## config.mk

```make
export PLATFORM = sky130hd
export DESIGN_NAME = spu_core
export DESIGN_NICKNAME = d
export VERILOG_FILES = /design/src/rtl/spu_pkg.sv /design/src/rtl/spu_core.sv /design/src/rtl/spu_baud.sv
export SDC_FILE = /design/constraint.sdc
export NUM_CORES = 1
export LEC_CHECK = 0
export BUFFER_PORTS_ARGS = -buffer_cell sky130_fd_sc_hd__buf_2
export CAP_MARGIN = 20
export CORE_ASPECT_RATIO = 1.4
export CORE_MARGIN = 3
export CORE_UTILIZATION = 55
export DETAILED_ROUTE_END_ITERATION = 8
export PLACE_DENSITY_LB_ADDON = 0.2
export SYNTH_ARGS = -nofsm -noshare
export SYNTH_HDL_FRONTEND = slang
export SYNTH_SLANG_ARGS = --single-unit
```

## constraint.sdc

```tcl
create_clock -name i_clk -period 5.2 [get_ports i_clk]
set_input_delay 1.04 -clock i_clk [delete_from_list [all_inputs] [get_ports i_clk]]
set_output_delay 1.04 -clock i_clk [all_outputs]
set_load 0.02 [all_outputs]
```

## src/rtl/spu_pkg.sv

```systemverilog
package spu_pkg;
   // Register indices on the byte port (base offset is index 0)
   localparam logic [2:0] ADDR_DATA = 3'h0;
   localparam logic [2:0] ADDR_IER  = 3'h1;
   localparam logic [2:0] ADDR_IIR  = 3'h2;
   localparam logic [2:0] ADDR_LCR  = 3'h3;
   localparam logic [2:0] ADDR_MCR  = 3'h4;
   localparam logic [2:0] ADDR_LSR  = 3'h5;
   localparam logic [2:0] ADDR_MSR  = 3'h6;
   // Field positions
   localparam int IER_RDA   = 0;
   localparam int IER_TX_HOLDING_EMPTY_FLAG  = 1;
   localparam int IER_LSI   = 2;
   localparam int IER_MSI   = 3;
   localparam int LCR_DIVISOR_ACCESS_BIT  = 7;
   localparam int LCR_BREAK = 6;
   localparam int MCR_OUT2  = 3;
   localparam int MCR_LOOP  = 4;
   // Identification codes, bits 2..0
   localparam logic [2:0] IID_NONE = 3'h1;
   localparam logic [2:0] IID_LSI  = 3'h6;
   localparam logic [2:0] IID_RDA  = 3'h4;
   localparam logic [2:0] IID_TX_HOLDING_EMPTY_FLAG = 3'h2;
   localparam logic [2:0] IID_MSI  = 3'h0;
   // Reset values
   localparam logic [7:0]  RST_LCR = 8'h03;
   localparam logic [4:0]  RST_MCR = 5'h00;
   localparam logic [3:0]  RST_IER = 4'h0;
   localparam logic [15:0] RST_DIV = 16'h000C;
   // Reference divisors for a 1.8432 MHz baud clock
   localparam real         REF_CLK_MHZ = 1.8432;
   localparam logic [15:0] DIV_50      = 16'h0900;
   localparam logic [15:0] DIV_9600    = 16'h000C;
   localparam logic [15:0] DIV_19200   = 16'h0006;
   // Timing: sixteen samples per bit, mid-bit at sample 7
   localparam logic [3:0] OVS_LAST = 4'hF;
   localparam logic [3:0] OVS_MID  = 4'h7;
   localparam logic [2:0] BIT_LAST = 3'h7;
endpackage

```

## src/rtl/spu_core.sv

```systemverilog
// Notes on behaviour
// - Transmit holding byte sent LSB first
// - First received bit lands in bit 0
// - Receive read, transmit write share offset
// - Two divisor bytes form 16-bit divisor
// - Divisors 12, 6, 2304 give standard rates
// - Enable bits 0..3 map sources; 7..4 zero
// - Interrupt only for enabled pending sources
// - Status keeps updating whatever the enables
// - Four priority levels, line status highest
// - Identification read freezes top pending source
// - Bit 0 low when pending; 7..3 zero
// - Bits 2..0 encode the active source
// - Line status interrupt cleared by status read
// - Data available cleared by buffer read
// - Modem change cleared by modem status read
// - Divisor access bit selects latches
// - Empty flag sets on move, clears on load
// - Auxiliary output two gates the interrupt
//
// Local design decisions: the plain strobed port and the register addresses.
module spu_core #(
   parameter int DW = 16
) (
   input  wire logic       i_clk,
   input  wire logic       i_rst,
   input  wire logic [2:0] i_addr,
   input  wire logic [7:0] i_wdata,
   input  wire logic       i_wr,
   input  wire logic       i_rd,
   output logic      [7:0] o_rdata,
   input  wire logic       i_rxd,
   output logic            o_txd,
   input  wire logic [3:0] i_modem,
   output logic      [3:0] o_modem,
   output logic            o_irq
);
   typedef enum logic [1:0] {
      SPU_IDLE  = 2'b00,
      SPU_START = 2'b01,
      SPU_DATA  = 2'b10,
      SPU_STOP  = 2'b11
   } spu_state_e;

   logic [7:0]    lcr;
   logic [4:0]    mcr;
   logic [3:0]    ier;
   logic [7:0]    baud_divisor_low;
   logic [7:0]    baud_divisor_high;
   logic [7:0]    tx_holding_reg;
   logic [7:0]    rx_buffer_reg;
   logic          tx_holding_empty_flag;
   logic          tx_holding_empty_flag_int;
   logic          dr, oe, pe, fe, bi;
   logic          tick;
   logic          divisor_access_bit;
   logic          loop;
   spu_state_e    tx_st, rx_st;
   logic [3:0]    tx_cnt, rx_cnt;
   logic [2:0]    tx_idx, rx_idx;
   logic [7:0]    tx_shift, rx_shift;
   logic          tx_line, thr_move, rx_done;
   logic [2:0]    rx_sync;
   logic          rx_line, rx_in;
   logic [3:0]    mdm_lvl, mdm_src, mdm_prev, mdm_delta;
   logic          lsi_p, rda_p, tx_holding_empty_flag_p, msi_p, any_pend;
   logic [2:0]    iid;
   logic [7:0]    next_rdata;
   logic          wr_thr, rd_rbr, rd_iir, rd_lsr, rd_msr;

   assign divisor_access_bit = lcr[spu_pkg::LCR_DIVISOR_ACCESS_BIT];
   assign loop = mcr[spu_pkg::MCR_LOOP];
   // Same offset: writes reach the holding byte, reads the buffer
   assign wr_thr = i_wr && i_addr == spu_pkg::ADDR_DATA && !divisor_access_bit;
   assign rd_rbr = i_rd && i_addr == spu_pkg::ADDR_DATA && !divisor_access_bit;
   assign rd_iir = i_rd && i_addr == spu_pkg::ADDR_IIR;
   assign rd_lsr = i_rd && i_addr == spu_pkg::ADDR_LSR;
   assign rd_msr = i_rd && i_addr == spu_pkg::ADDR_MSR;

   spu_baud #(.W(DW)) spu_baud_i (
      .i_clk  (i_clk),
      .i_rst  (i_rst),
      .i_div  ({baud_divisor_high, baud_divisor_low}),
      .o_tick (tick)
   );

   always_ff @(posedge i_clk or posedge i_rst) begin
      if (i_rst) begin
         lcr               <= spu_pkg::RST_LCR;
         mcr               <= spu_pkg::RST_MCR;
         ier               <= spu_pkg::RST_IER;
         baud_divisor_low  <= spu_pkg::RST_DIV[7:0];
         baud_divisor_high <= spu_pkg::RST_DIV[15:8];
      end else if (i_wr) begin
         case (i_addr)
            spu_pkg::ADDR_DATA: begin
               if (divisor_access_bit) begin
                  baud_divisor_low <= i_wdata;
               end
            end
            spu_pkg::ADDR_IER: begin
               if (divisor_access_bit) begin
                  baud_divisor_high <= i_wdata;
               end else begin
                  ier <= i_wdata[3:0];
               end
            end
            spu_pkg::ADDR_LCR: lcr <= i_wdata;
            spu_pkg::ADDR_MCR: mcr <= i_wdata[4:0];
            default: ;
         endcase
      end
   end

   // Transmit holding byte and its empty flag
   always_ff @(posedge i_clk or posedge i_rst) begin
      if (i_rst) begin
         tx_holding_reg        <= 8'h00;
         tx_holding_empty_flag <= 1'b1;
      end else begin
         if (wr_thr) begin
            tx_holding_reg <= i_wdata;
         end
         // A load in the move cycle keeps the new byte held
         if (wr_thr) begin
            tx_holding_empty_flag <= 1'b0;
         end else if (thr_move) begin
            tx_holding_empty_flag <= 1'b1;
         end
      end
   end

   assign thr_move = tx_st == SPU_IDLE && !tx_holding_empty_flag;

   // Holding-empty interrupt source; the set wins over either clear
   always_ff @(posedge i_clk or posedge i_rst) begin
      if (i_rst) begin
         tx_holding_empty_flag_int <= 1'b0;
      end else if (thr_move) begin
         tx_holding_empty_flag_int <= 1'b1;
      end else if (wr_thr || (rd_iir && iid == spu_pkg::IID_TX_HOLDING_EMPTY_FLAG)) begin
         tx_holding_empty_flag_int <= 1'b0;
      end
   end

   // Transmitter, fixed 8 data bits and one stop bit
   always_ff @(posedge i_clk or posedge i_rst) begin
      if (i_rst) begin
         tx_st    <= SPU_IDLE;
         tx_cnt   <= 4'h0;
         tx_idx   <= 3'h0;
         tx_shift <= 8'h00;
      end else begin
         case (tx_st)
            SPU_IDLE: begin
               tx_cnt <= 4'h0;
               tx_idx <= 3'h0;
               if (thr_move) begin
                  tx_shift <= tx_holding_reg;
                  tx_st    <= SPU_START;
               end
            end
            SPU_START: begin
               if (tick) begin
                  tx_cnt <= tx_cnt + 4'h1;
                  if (tx_cnt == spu_pkg::OVS_LAST) begin
                     tx_st <= SPU_DATA;
                  end
               end
            end
            SPU_DATA: begin
               if (tick) begin
                  tx_cnt <= tx_cnt + 4'h1;
                  if (tx_cnt == spu_pkg::OVS_LAST) begin
                     tx_shift <= {1'b0, tx_shift[7:1]};
                     tx_idx   <= tx_idx + 3'h1;
                     if (tx_idx == spu_pkg::BIT_LAST) begin
                        tx_st <= SPU_STOP;
                     end
                  end
               end
            end
            SPU_STOP: begin
               if (tick) begin
                  tx_cnt <= tx_cnt + 4'h1;
                  if (tx_cnt == spu_pkg::OVS_LAST) begin
                     tx_st <= SPU_IDLE;
                  end
               end
            end
            default: tx_st <= SPU_IDLE;
         endcase
      end
   end

   always_comb begin
      case (tx_st)
         SPU_START: tx_line = 1'b0;
         SPU_DATA:  tx_line = tx_shift[0];
         default:   tx_line = 1'b1;
      endcase
   end

   // Loopback holds the pin marking, even in break; outside loopback break forces it spacing
   always_ff @(posedge i_clk or posedge i_rst) begin
      if (i_rst) begin
         o_txd   <= 1'b1;
         o_modem <= 4'h0;
      end else begin
         o_txd   <= loop || (tx_line && !lcr[spu_pkg::LCR_BREAK]);
         o_modem <= loop ? 4'h0 : mcr[3:0];
      end
   end

   // Receive pin: accepted once the last two stages agree
   always_ff @(posedge i_clk or posedge i_rst) begin
      if (i_rst) begin
         rx_sync <= 3'h7;
         rx_line <= 1'b1;
      end else begin
         rx_sync <= {rx_sync[1:0], i_rxd};
         if (rx_sync[1] == rx_sync[2]) begin
            rx_line <= rx_sync[2];
         end
      end
   end

   assign rx_in = loop ? tx_line : rx_line;

   always_ff @(posedge i_clk or posedge i_rst) begin
      if (i_rst) begin
         rx_st    <= SPU_IDLE;
         rx_cnt   <= 4'h0;
         rx_idx   <= 3'h0;
         rx_shift <= 8'h00;
      end else begin
         case (rx_st)
            SPU_IDLE: begin
               rx_cnt <= 4'h0;
               rx_idx <= 3'h0;
               if (!rx_in) begin
                  rx_st <= SPU_START;
               end
            end
            SPU_START: begin
               if (tick) begin
                  rx_cnt <= rx_cnt + 4'h1;
                  if (rx_cnt == spu_pkg::OVS_MID) begin
                     // A glitch shorter than half a bit is dropped
                     rx_st  <= rx_in ? SPU_IDLE : SPU_DATA;
                     rx_cnt <= 4'h0;
                  end
               end
            end
            SPU_DATA: begin
               if (tick) begin
                  rx_cnt <= rx_cnt + 4'h1;
                  if (rx_cnt == spu_pkg::OVS_LAST) begin
                     rx_shift <= {rx_in, rx_shift[7:1]};
                     rx_idx   <= rx_idx + 3'h1;
                     if (rx_idx == spu_pkg::BIT_LAST) begin
                        rx_st <= SPU_STOP;
                     end
                  end
               end
            end
            SPU_STOP: begin
               if (tick) begin
                  rx_cnt <= rx_cnt + 4'h1;
                  if (rx_cnt == spu_pkg::OVS_LAST) begin
                     rx_st <= SPU_IDLE;
                  end
               end
            end
            default: rx_st <= SPU_IDLE;
         endcase
      end
   end

   assign rx_done = rx_st == SPU_STOP && tick && rx_cnt == spu_pkg::OVS_LAST;

   // Line status; a new character wins over a read in the same cycle
   always_ff @(posedge i_clk or posedge i_rst) begin
      if (i_rst) begin
         rx_buffer_reg <= 8'h00;
         dr            <= 1'b0;
         oe            <= 1'b0;
         pe            <= 1'b0;
         fe            <= 1'b0;
         bi            <= 1'b0;
      end else if (rx_done) begin
         rx_buffer_reg <= rx_shift;
         dr            <= 1'b1;
         oe            <= oe || (dr && !rd_rbr);
         fe            <= fe || !rx_in;
         bi            <= bi || (!rx_in && rx_shift == 8'h00);
      end else begin
         if (rd_rbr) begin
            dr <= 1'b0;
         end
         if (rd_lsr) begin
            oe <= 1'b0;
            pe <= 1'b0;
            fe <= 1'b0;
            bi <= 1'b0;
         end
      end
   end

   // Modem inputs; loopback takes them from the control bits
   assign mdm_src = loop ? mcr[3:0] : mdm_lvl;

   generate
      for (genvar g = 0; g < 4; g++) begin : g_mdm
         logic [2:0] sy;
         always_ff @(posedge i_clk or posedge i_rst) begin
            if (i_rst) begin
               sy           <= 3'h0;
               mdm_lvl[g]   <= 1'b0;
               mdm_prev[g]  <= 1'b0;
               mdm_delta[g] <= 1'b0;
            end else begin
               sy <= {sy[1:0], i_modem[g]};
               if (sy[1] == sy[2]) begin
                  mdm_lvl[g] <= sy[2];
               end
               mdm_prev[g] <= mdm_src[g];
               if (mdm_src[g] != mdm_prev[g]) begin
                  mdm_delta[g] <= 1'b1;
               end else if (rd_msr) begin
                  mdm_delta[g] <= 1'b0;
               end
            end
         end
      end
   endgenerate

   assign lsi_p    = ier[spu_pkg::IER_LSI] && (oe || pe || fe || bi);
   assign rda_p    = ier[spu_pkg::IER_RDA] && dr;
   assign tx_holding_empty_flag_p   = ier[spu_pkg::IER_TX_HOLDING_EMPTY_FLAG] && tx_holding_empty_flag_int;
   assign msi_p    = ier[spu_pkg::IER_MSI] && (|mdm_delta);
   assign any_pend = lsi_p || rda_p || tx_holding_empty_flag_p || msi_p;

   always_comb begin
      if (lsi_p) begin
         iid = spu_pkg::IID_LSI;
      end else if (rda_p) begin
         iid = spu_pkg::IID_RDA;
      end else if (tx_holding_empty_flag_p) begin
         iid = spu_pkg::IID_TX_HOLDING_EMPTY_FLAG;
      end else if (msi_p) begin
         iid = spu_pkg::IID_MSI;
      end else begin
         iid = spu_pkg::IID_NONE;
      end
   end

   always_comb begin
      case (i_addr)
         spu_pkg::ADDR_DATA:
            next_rdata = divisor_access_bit ? baud_divisor_low : rx_buffer_reg;
         spu_pkg::ADDR_IER:
            next_rdata = divisor_access_bit ? baud_divisor_high : {4'h0, ier};
         spu_pkg::ADDR_IIR: next_rdata = {5'h00, iid};
         spu_pkg::ADDR_LCR: next_rdata = lcr;
         spu_pkg::ADDR_MCR: next_rdata = {3'h0, mcr};
         spu_pkg::ADDR_LSR:
            next_rdata = {1'b0, tx_holding_empty_flag && tx_st == SPU_IDLE,
                          tx_holding_empty_flag, bi, fe, pe, oe, dr};
         spu_pkg::ADDR_MSR: next_rdata = {mdm_src, mdm_delta};
         default: next_rdata = 8'h00;
      endcase
   end

   // Read data stand only in the cycle after the strobe
   always_ff @(posedge i_clk or posedge i_rst) begin
      if (i_rst) begin
         o_rdata <= 8'h00;
         o_irq   <= 1'b0;
      end else begin
         o_rdata <= i_rd ? next_rdata : 8'h00;
         o_irq   <= any_pend && mcr[spu_pkg::MCR_OUT2];
      end
   end

   a_irq_gate: assert property (@(posedge i_clk) disable iff (i_rst)
      o_irq |-> $past(any_pend) && $past(mcr[spu_pkg::MCR_OUT2]))
      else $error("interrupt without enabled source or gate");
   a_ier_upper: assert property (@(posedge i_clk) disable iff (i_rst)
      i_rd && i_addr == spu_pkg::ADDR_IER && !divisor_access_bit |=> o_rdata[7:4] == 4'h0)
      else $error("enable register upper bits not zero");
   a_iir_pend: assert property (@(posedge i_clk) disable iff (i_rst)
      rd_iir |=> o_rdata[0] == !$past(any_pend) && o_rdata[7:3] == 5'h00)
      else $error("identification pending bit wrong");
   a_iir_prio: assert property (@(posedge i_clk) disable iff (i_rst)
      rd_iir && lsi_p |=> o_rdata[2:0] == 3'h6)
      else $error("line status not reported first");
   a_tx_holding_empty_flag_clear: assert property (@(posedge i_clk) disable iff (i_rst)
      (wr_thr || (rd_iir && iid == spu_pkg::IID_TX_HOLDING_EMPTY_FLAG)) && !thr_move |=> !tx_holding_empty_flag_int)
      else $error("holding-empty interrupt not cleared");
   a_dr_clear: assert property (@(posedge i_clk) disable iff (i_rst)
      rd_rbr && !rx_done |=> !dr)
      else $error("data ready not cleared by buffer read");
   a_lsr_clear: assert property (@(posedge i_clk) disable iff (i_rst)
      rd_lsr && !rx_done |=> !(oe || pe || fe || bi))
      else $error("line errors not cleared by status read");
   a_tx_holding_empty_flag_move: assert property (@(posedge i_clk) disable iff (i_rst)
      thr_move && !wr_thr |=> tx_holding_empty_flag ##1 tx_st == SPU_START)
      else $error("holding move did not empty the register");
   c_rx_done: cover property (@(posedge i_clk) disable iff (i_rst) rx_done);
   c_irq_rise: cover property (@(posedge i_clk) disable iff (i_rst) $rose(o_irq));
   c_div_9600: cover property (@(posedge i_clk) disable iff (i_rst)
      {baud_divisor_high, baud_divisor_low} == spu_pkg::DIV_9600 && thr_move);
endmodule

```

## src/rtl/spu_baud.sv

```systemverilog
module spu_baud #(
   parameter int W = 16
) (
   input  wire logic         i_clk,
   input  wire logic         i_rst,
   input  wire logic [W-1:0] i_div,
   output logic              o_tick
);
   logic [W-1:0] cnt;
   logic [W-1:0] next_cnt;

   assign next_cnt = cnt + {{(W-1){1'b0}}, 1'b1};

   // A zero divisor stops the generator rather than running flat out
   always_ff @(posedge i_clk or posedge i_rst) begin
      if (i_rst) begin
         cnt    <= '0;
         o_tick <= 1'b0;
      end else if (i_div == '0) begin
         cnt    <= '0;
         o_tick <= 1'b0;
      end else if (next_cnt >= i_div) begin
         cnt    <= '0;
         o_tick <= 1'b1;
      end else begin
         cnt    <= next_cnt;
         o_tick <= 1'b0;
      end
   end
endmodule

```

==> metrics.md, run 1 <==
| Metric | Value |
|---|---|
| WP data arrival | 3360 ps |
| Synth Area in XOR/XNOR | 2.877% |
| H-tree Lvls | 4 |
| Die Area | 14140 um2 |
| DR WL/cell | 18.37 um |
| Multiplexer share of the synthesized area | 13.29% |
| Global-route wire length before repair | 24.49 mm |
| Placed cell count | 766 |
| Cell area after synthesis | 7003 um2 |
| Routed vias/inst | 5.809 |
| Post-synth ARST share | 100.0% |
| Commonest cells after routing, fill and taps aside | dfrtp_1, mux2_2, nand2_1 |
| DRT Pass-1 Iters | 5 |
| Max Fanout on Critical Path | 16 |
| Synth Area in Compound Gates | 9.237% |
| Antenna-violating nets left | 0 |
| Largest family of logic cells by synthesized area | multiplexers |
| R2R Setup Slk | 2110 ps |
| WP data required | 5470 ps |
| Cells on Worst Hold Path | 0 |
| Final hold viol count | 0 |
| Max_cap viols | 0 |
| Unrepaired setup endpoints after global routing | false |
| Slew Limit Fails | 0 |
| WHS | 355.8 ps |
| Ys Warns | 0 |
| # port buffers | 33 |
| Drt first-iter violations | 290 |
| Postcts setup bufs | 0 |
| F_max | 0.3235 GHz |
| Area delta synth->final | 12.45% |
| Largest reg by FF count | spu_baud_i.cnt |
| Ratio of cells with drive above 1 in the final layout | 25.27% |
| Post-Syn Area per Cell | 11.58 um2 |
| Simple-gate area share of the yosys netlist | 12.76% |
| Status | finished clean |
| Clk slew on worst S/H paths | 60 ps |
| Final Util | 63.65% |
| Setup-failing EPs final | 0 |
| Fin crit share | 59.44% |
| Skew final | 9.201 ps |
| Initial antenna violation count | 0 |
| Reg2reg path depth | 11 |
| HPWL after DPL | 10.49 mm |
| Critical path class | register to register |
| FF+latch count, synth | 148 |
| Largest register FFs | 16 |
| Starting Density | 56.60% |
| # IOs | 34 |
| CP startpoint kind | register |
| Sequential fraction of the synthesis area | 53.06% |
| Via count | 4641 |
| CP Cell Sequence | ha_1, nand4_1, nor2_1, nand3_1, xnor2_1, ha_1, nand2_1, nor2_1, nand2_1, o311ai_4, nor2b_1 |
| Post-synth cell types | 66 |
| Final WL | 14.68 mm |
| Largest net degree at the start of global routing | 115 |
| Tot Pwr | 3.771 mW |
| Clock buffer depth | 2 |
| Leading cell type in the layout, fill and taps excluded | dfrtp_1 |
| Worst Hold Class | register to register |
| Largest stage delay, worst path | 770 ps |
| Clock sink count | 148 |
| CTS Hold Bufs | 0 |
| Clk Latency, worst-skew pair | 420 ps |
| Hold_sp | g_mdm[0].sy[0] |
| Cts repair resizes | 0 |
| Crit path time final | 3091 ps |
| Top Registers | spu_baud_i.cnt: 16 flops, g_mdm.sy: 12 flops |
| Final Wtd Congestion | 0.8778 |
| Post-Synth Adder-Cell Area | 5.539% |
| Finished Layout Cells | 799 |
| Crit Reg-Reg Startpoint | spu_baud_i.cnt[0] |
| Setup TNS | 0 ps |
| Worst Hold Endpoint | g_mdm[0].sy[1] |
| Cell at the slowest stage of the critical path | o311ai_4 |
| Syn nets | 652 |
| Core area | 12370 um2 |
| GRT Residual Overflow | 0 |
| Measured slew at the worst slew-check pin | 900.2 ps |
| Rows | 48 |
| CTS tree | yes |
| Dominant synthesized flop cell | dfrtp_1 |
| Total CTS buffers | 17 |
| Chip height | 139.5 um |
| Total global-route track usage | 22.48% |
| Crit path capture type | register |
| P_leak | 3.679 nW |
| Number of global-route vias before repair | 4751 |
| Syn Inst Count | 605 |
| R2r endpoint | spu_baud_i.cnt[4] |
| Max_slew headroom | 39.76% |
| Worst IR drop on VDD | 264.1 uV |
| Die width | 101.4 um |
| Clk root buf | clkbuf_16 |
| DR DRC count | 0 |
| Nets | 683 |
| Antenna Diode Count | 0 |
| Pwr per Cell Area | 478.9 nW/um2 |
| Number of synthesized flops with an enable pin | 0 |
## kinds of logic after synthesis
| logic type | Yosys count |
|---|---|
| compound gates | 93 |
| xor+xnor | 23 |
| fa+ha+maj | 32 |
| buf+inv | 52 |
| flops | 148 |
| mux | 85 |
| simple gates | 172 |
## metrics by stage
step	cell area, um2	setup slack, ps
6_report	7875	2109
5_1_grt	7875	1878
3_5_place_dp	7251	2081
2_1_floorplan	7003	196.9
4_1_cts	7848	2074
3_3_place_gp	7251	2226
## cell usage after synthesis, drive strengths merged, types with 8 or more instances
master    n  area [um2]
nand2    54       205.2
mux2i    21       210.2
buf      18       98.84
xor2      9       78.83
nand3    19       95.09
dfstp    10       262.8
a21oi    26       133.9
o21ai    18       90.09
dfrtp   138        3453
nor3      8       50.05
ha       27       337.8
nor2     34       135.1
nor4      8       56.30
mux2     64       720.7
inv      29       108.9
nor2b    22       157.6
nand4    12       87.58
xnor2    14       122.6
## worst max-delay path, delay by kind of cell, from the launching register on
family,cells,cell delay [ps]
and+or+nand+nor,7,1020
AOI/OAI and AO/OA,1,770
adders and majority gates,2,560
DFF,1,440
xor gates and xnor gates,1,160
## layout make-up
| class | count | area, um2 |
|---|---|---|
| inverter | 29 | 113.9 |
| clock inverter | 15 | 171.4 |
| tap | 150 | 187.7 |
| sequential | 148 | 3716 |
| clock buffer | 17 | 425.4 |
| timing repair buffer | 35 | 200.2 |
| fill | 1008 | 4497 |
| multi-input combinational | 405 | 3060 |
## where the power goes
group / internal (mW) / switching [mW]
Sequential: 1.38 / 0.211
Combinational: 0.422 / 0.528
Clock: 0.720 / 0.508
## metal layers
layer	up-vias	global-route usage (%)	share of wire, %
met5	-	0	0
met4	0	10.78	3.4
met3	31	3.962	2.7
met2	94	37.48	52
met1	2305	27.92	42
li1	2211	-	-
## how the worst max path moves through the flow
stage,from,endpoint,slack [ps],cells past startpoint
floorplan,i_rst,asynchronous set/reset pin,200,1
global placement,spu_baud_i.cnt[0],spu_baud_i.cnt[4],2230,11
detailed placement,spu_baud_i.cnt[0],spu_baud_i.cnt[4],2080,11
CTS,spu_baud_i.cnt[0],spu_baud_i.cnt[4],2070,11
global route,spu_baud_i.cnt[0],spu_baud_i.cnt[5],1880,11
finish,spu_baud_i.cnt[0],spu_baud_i.cnt[4],2110,11
No activity file was read; power rests on OpenSTA's default activity.
==> inputs of run 2 (changes only) <==
clock period = 2.5 ns   (was 5.2 ns; I/O delays follow)
==> run 2 against run 1 <==
Net effect: the flow now finishes with violations (negative setup slack); non-clock buffer count grew 17; fmax grew 22%; critical endpoint is now spu_baud_i.cnt[3]; first-iteration DRC count shrank 8.6%; highest routed layer unchanged; clock skew is essentially flat.
==> metrics.md, run 2 (synthesized netlist as in run 1, its figures left out) <==
| Metric | Value |
|---|---|
| Core area | 12370 um2 |
| Antenna Diode Count | 0 |
| Crit path time final | 2544 ps |
| Die Area | 14140 um2 |
| Crit Reg-Reg Startpoint | spu_baud_i.cnt[0] |
| Largest net degree at the start of global routing | 82 |
| Max_slew headroom | 45.59% |
| Initial antenna violation count | 0 |
| Finished Cell Area | 8087 um2 |
| Hold_sp | i_rxd |
| DR DRC count | 0 |
| CTS Hold Bufs | 0 |
| Starting Density | 56.60% |
| Largest register FFs | 16 |
| GRT Residual Overflow | 0 |
| Commonest cells after routing, fill and taps aside | dfrtp_1, mux2_2, nand2_1 |
| Clk slew on worst S/H paths | 60 ps |
| Final WL | 15.10 mm |
| HPWL after DPL | 10.80 mm |
| Skew final | 9.361 ps |
| Critical Path Start | spu_baud_i.cnt[0] |
| Via count | 4679 |
| Antenna-violating nets left | 0 |
| Failing checks | negative setup slack |
| F_max | 0.3931 GHz |
| Max Fanout on Critical Path | 8 |
| Worst Hold Endpoint | rx_sync[0] |
| Number of global-route vias before repair | 4934 |
| Tot Pwr | 7.852 mW |
| Total global-route track usage | 22.87% |
| Worst IR drop on VDD | 650.6 uV |
| Clock buffer depth | 2 |
| Top Registers | spu_baud_i.cnt: 16 flops, g_mdm.sy: 12 flops |
| Final hold viol count | 0 |
| R2r endpoint | spu_baud_i.cnt[3] |
| Unrepaired setup endpoints after global routing | true |
| H-tree Lvls | 4 |
| Worst Hold Class | input pin to register |
| CTS tree | yes |
| Routed vias/inst | 5.734 |
| Clock sink count | 148 |
| Largest reg by FF count | spu_baud_i.cnt |
| WP data arrival | 2850 ps |
| Nets | 700 |
| Clk root buf | clkbuf_16 |
| Global-route wire length before repair | 25.06 mm |
| Leading cell type in the layout, fill and taps excluded | dfrtp_1 |
| Status | finished, violations left |
| Placed Instance Area | 7385 um2 |
| Rows | 48 |
| Clk Latency, worst-skew pair | 420 ps |
| P_leak | 3.800 nW |
| Final Wtd Congestion | 0.8873 |
| # IOs | 34 |
| Max_cap viols | 0 |
| CP startpoint kind | register |
| Pre-CTS worst setup slack | -69.46 ps |
| Final Util | 65.36% |
| Chip height | 139.5 um |
| Pwr per Cell Area | 971.0 nW/um2 |
| Area delta synth->final | 15.47% |
| Crit path capture type | register |
| # port buffers | 33 |
| DR WL/cell | 18.51 um |
| Drt first-iter violations | 265 |
| R2R Setup Slk | -40 ps |
| Ratio of cells with drive above 1 in the final layout | 29.73% |
| Setup-failing EPs final | 16 |
| Critical path class | register to register |
| Fin crit share | 101.8% |
| Setup WS post-layout | -43.81 ps |
| Die width | 101.4 um |
| Measured slew at the worst slew-check pin | 816.2 ps |
| Cells on Worst Hold Path | 1 |
| DRT Pass-1 Iters | 4 |
| Setup TNS | -573.4 ps |
| Slew Limit Fails | 0 |
| Reg2reg path depth | 12 |
| WP data required | 2810 ps |
| Total CTS buffers | 17 |
==> run 2: area by class of cell <==
cell class / count / area, um2
fillers: 928 / 4285
clock buffers: 17 / 425.4
well taps: 150 / 187.7
multi-input cells: 405 / 3173
inverters: 29 / 112.6
repair buffers: 52 / 327.8
clock inverters: 15 / 143.9
flip-flops and latches: 148 / 3716
==> run 2: critical path: stages (launching register included) <==
cell and delay (ps):
dfrtp_1 370, ha_2 180, nand4_1 190, nor2_4 180, nand3_1 180, xnor2_2 190, ha_1 280, nand2_1 80
nor2_4 130, nand2_1 100, o311ai_4 300, buf_6 190, nor2b_1 50
==> run 2: power by group <==
part	internal, mW	switching (mW)
Combinational	0.961	1.16
Sequential	2.88	0.429
Clock	1.39	1.03
==> run 2: how the worst max path moves through the flow <==
| stage | end | slack, ps | cells past startpoint |
|---|---|---|---|
| 6_report | spu_baud_i.cnt[3] | -40 | 12 |
| 5_1_grt | spu_baud_i.cnt[11] | -190 | 12 |
| 4_1_cts | spu_baud_i.cnt[2] | -20 | 12 |
| 3_5_place_dp | spu_baud_i.o_tick | -70 | 11 |
| 3_3_place_gp | spu_baud_i.o_tick | -20 | 11 |
| 2_1_floorplan | spu_baud_i.cnt[10] | 40 | 12 |
==> run 2: per-stage QoR <==
step                      hold WS (ps)  std cells
after floorplan                  331.2        605
after global placement           332.5        782
final                            180.5        816
after global routing             166.1        816
after CTS                        164.0        814
after detailed placement         336.5        782
==> run 2: repair_timing <==
action | in CTS | in global routing
buffers inserted | 0 | 2
resized for setup | 10 | 15
setup endpoints to repair | 17 | 17
pin swaps | 7 | 8
==> run 2: layer usage <==
layer	wire [um]	track usage, %
met1	6253	27.72
met2	8074	39.90
met3	339	3.711
met4	437	9.314
met5	0	0
==> inputs of run 3 (changes only) <==
BUFFER_PORTS_ARGS = default   (was -buffer_cell sky130_fd_sc_hd__buf_2)
CORE_UTILIZATION = 57   (was 55)
DONT_BUFFER_PORTS = 1   (was default)
==> run 3 against run 2 <==
Net effect: the flow now finishes without violations; sequential cell count did not move; clock power rose by 2%; core utilization rose by 1.2 points; worst setup slack improved by 48 ps; hold slack got worse by 140 ps; sequential share of layout area rose by 0.80 points; final area fell by 1.7%; die area fell by 3.3%; via count fell by 1.4%; non-clock buffer count fell by 31; critical path depth did not move; global-route usage rose by 0.28 points; critical endpoint unchanged.
==> metrics.md, run 3 (synthesized netlist as in run 1, its figures left out) <==
| Metric | Value |
|---|---|
| Cell at the slowest stage of the critical path | dfrtp_1 |
| Largest register FFs | 16 |
| Largest net degree at the start of global routing | 62 |
| Pre-CTS worst setup slack | -103.8 ps |
| R2r endpoint | spu_baud_i.cnt[3] |
| Max Fanout on Critical Path | 16 |
| Worst Hold Class | input pin to asynchronous set/reset pin |
| Via count | 4615 |
| Initial antenna violation count | 0 |
| Crit path time final | 2495 ps |
| Global-route wire length before repair | 24.32 mm |
| Die Area | 13670 um2 |
| Reg2reg path depth | 12 |
| Top Registers | spu_baud_i.cnt: 16 flops, g_mdm.sy: 12 flops |
| Clk root buf | clkbuf_16 |
| Chip height | 137.2 um |
| Status | finished clean |
| Largest reg by FF count | spu_baud_i.cnt |
| Nets | 669 |
| Measured slew at the worst slew-check pin | 643.5 ps |
| Starting Density | 58.66% |
| Tot Pwr | 7.888 mW |
| DR WL/cell | 18.89 um |
| DRT Pass-1 Iters | 4 |
| Max_slew headroom | 57.01% |
| Final WL | 14.76 mm |
| Drt first-iter violations | 352 |
| Leading cell type in the layout, fill and taps excluded | dfrtp_1 |
| Pwr per Cell Area | 992.3 nW/um2 |
| Crit path capture type | register |
| Worst IR drop on VDD | 495.6 uV |
| WP data arrival | 2840 ps |
| Setup WS post-layout | 4.663 ps |
| Commonest cells after routing, fill and taps aside | dfrtp_1, mux2_2, nand2_1 |
| Clock sink count | 148 |
| CP Cell Sequence | ha_2, nand4_1, nor2_4, and3_4, xor2_2, ha_1, nand2_2, o21ai_2, a211oi_2, o311ai_4, buf_12, nor2b_1 |
| Number of global-route vias before repair | 4843 |
| Ratio of cells with drive above 1 in the final layout | 26.50% |
| F_max | 0.4007 GHz |
| Rows | 47 |
| Setup TNS | 0 ps |
| Final Wtd Congestion | 0.9437 |
| Placed cell count | 744 |
| Setup-failing EPs final | 0 |
| P_leak | 3.656 nW |
| Max_cap viols | 0 |
| Core area | 11940 um2 |
| CTS tree | yes |
| Die width | 99.68 um |
| GRT Residual Overflow | 0 |
| H-tree Lvls | 4 |
| WP data required | 2840 ps |
| Clk Latency, worst-skew pair | 420 ps |
| Antenna Diode Count | 0 |
| R2R Setup Slk | 5 ps |
| DR DRC count | 0 |
| HPWL after DPL | 10.69 mm |
| Fin crit share | 99.81% |
| Critical path class | register to register |
| Final hold viol count | 0 |
| Total CTS buffers | 17 |
| Clock buffer depth | 2 |
| # IOs | 34 |
| Largest stage delay, worst path | 350 ps |
| Slew Limit Fails | 0 |
| CP startpoint kind | register |
| Antenna-violating nets left | 0 |
| Crit Reg-Reg Startpoint | spu_baud_i.cnt[0] |
| Area delta synth->final | 13.51% |
| # port buffers | 0 |
| Clk slew on worst S/H paths | 60 ps |
| Finished Layout Cells | 781 |
| Unrepaired setup endpoints after global routing | true |
| Total global-route track usage | 23.15% |
| Skew final | 7.985 ps |
| Routed vias/inst | 5.909 |
==> run 3: cell types whose count changed in the layout (fill, tap and decap cells not counted), moves of 2 or more <==
cell     change
buf_2       -33
a21oi_1      -3
a21oi_2      +3
and3_1       -2
and3_4       +2
buf_12       +2
buf_4        +2
buf_6        -2
inv_6        -2
xnor2_1      +2
xnor2_2      -2
==> run 3: cell type report <==
type	count	area, um2
tap	147	183.9
sequential	148	3716
clock buffer	17	425.4
fill	860	3989
multi-input combinational	405	3161
clock inverter	14	155.1
timing repair buffer	21	195.2
inverter	29	112.6
==> run 3: how the worst max path moves through the flow <==
stage | end | from | slack (ps) | cells after the start
3_5_place_dp | spu_baud_i.cnt[3] | spu_baud_i.cnt[1] | -100 | 12
4_1_cts | spu_baud_i.cnt[3] | spu_baud_i.cnt[0] | -30 | 13
3_3_place_gp | spu_baud_i.cnt[3] | spu_baud_i.cnt[3] | 30 | 11
2_1_floorplan | spu_baud_i.cnt[10] | spu_baud_i.cnt[0] | 40 | 12
6_report | spu_baud_i.cnt[3] | spu_baud_i.cnt[0] | 5 | 12
5_1_grt | spu_baud_i.cnt[4] | spu_baud_i.cnt[0] | -150 | 12
==> run 3: worst max-delay path, delay by kind of cell (launching register included) <==
kind	cells	cell delay, ps
simple gates	5	780
buf+inv	1	180
xor+xnor	1	150
compound gates	3	510
fa+ha+maj	2	440
flops	1	350
==> run 3: metrics by stage <==
step,hold WS [ps],cell area [um2],utilization (%)
floorplan,331.2,7009,-
global placement,332.1,7226,60.53
detailed placement,335.6,7226,60.53
CTS,40.93,7908,66.24
global route,50.93,7949,66.59
finish,36.38,7949,66.59
==> run 3: repair_timing <==
item                                    CTS  global route
hold buffers                              0             0
gates resized for setup                  16             7
pin swaps                                 7             4
buffers inserted                          5             1
endpoints found under the setup margin   17            17
==> run 3: report_power, final <==
group	total (mW)	switching (mW)	internal [mW]
clock	2.48	1.01	1.47
combinational	2.07	1.11	0.961
sequential	3.33	0.453	2.88
total	7.89	2.57	5.31
==> run 3: layer usage <==
layer / track usage (%) / vias to the layer above / part of all wire (%)
met1: 27.19 / 2304 / 40
met2: 40.31 / 94 / 53
li1: - / 2181 / -
met5: 0 / - / 0
met3: 4.946 / 36 / 3.4
met4: 10.63 / 0 / 3.2
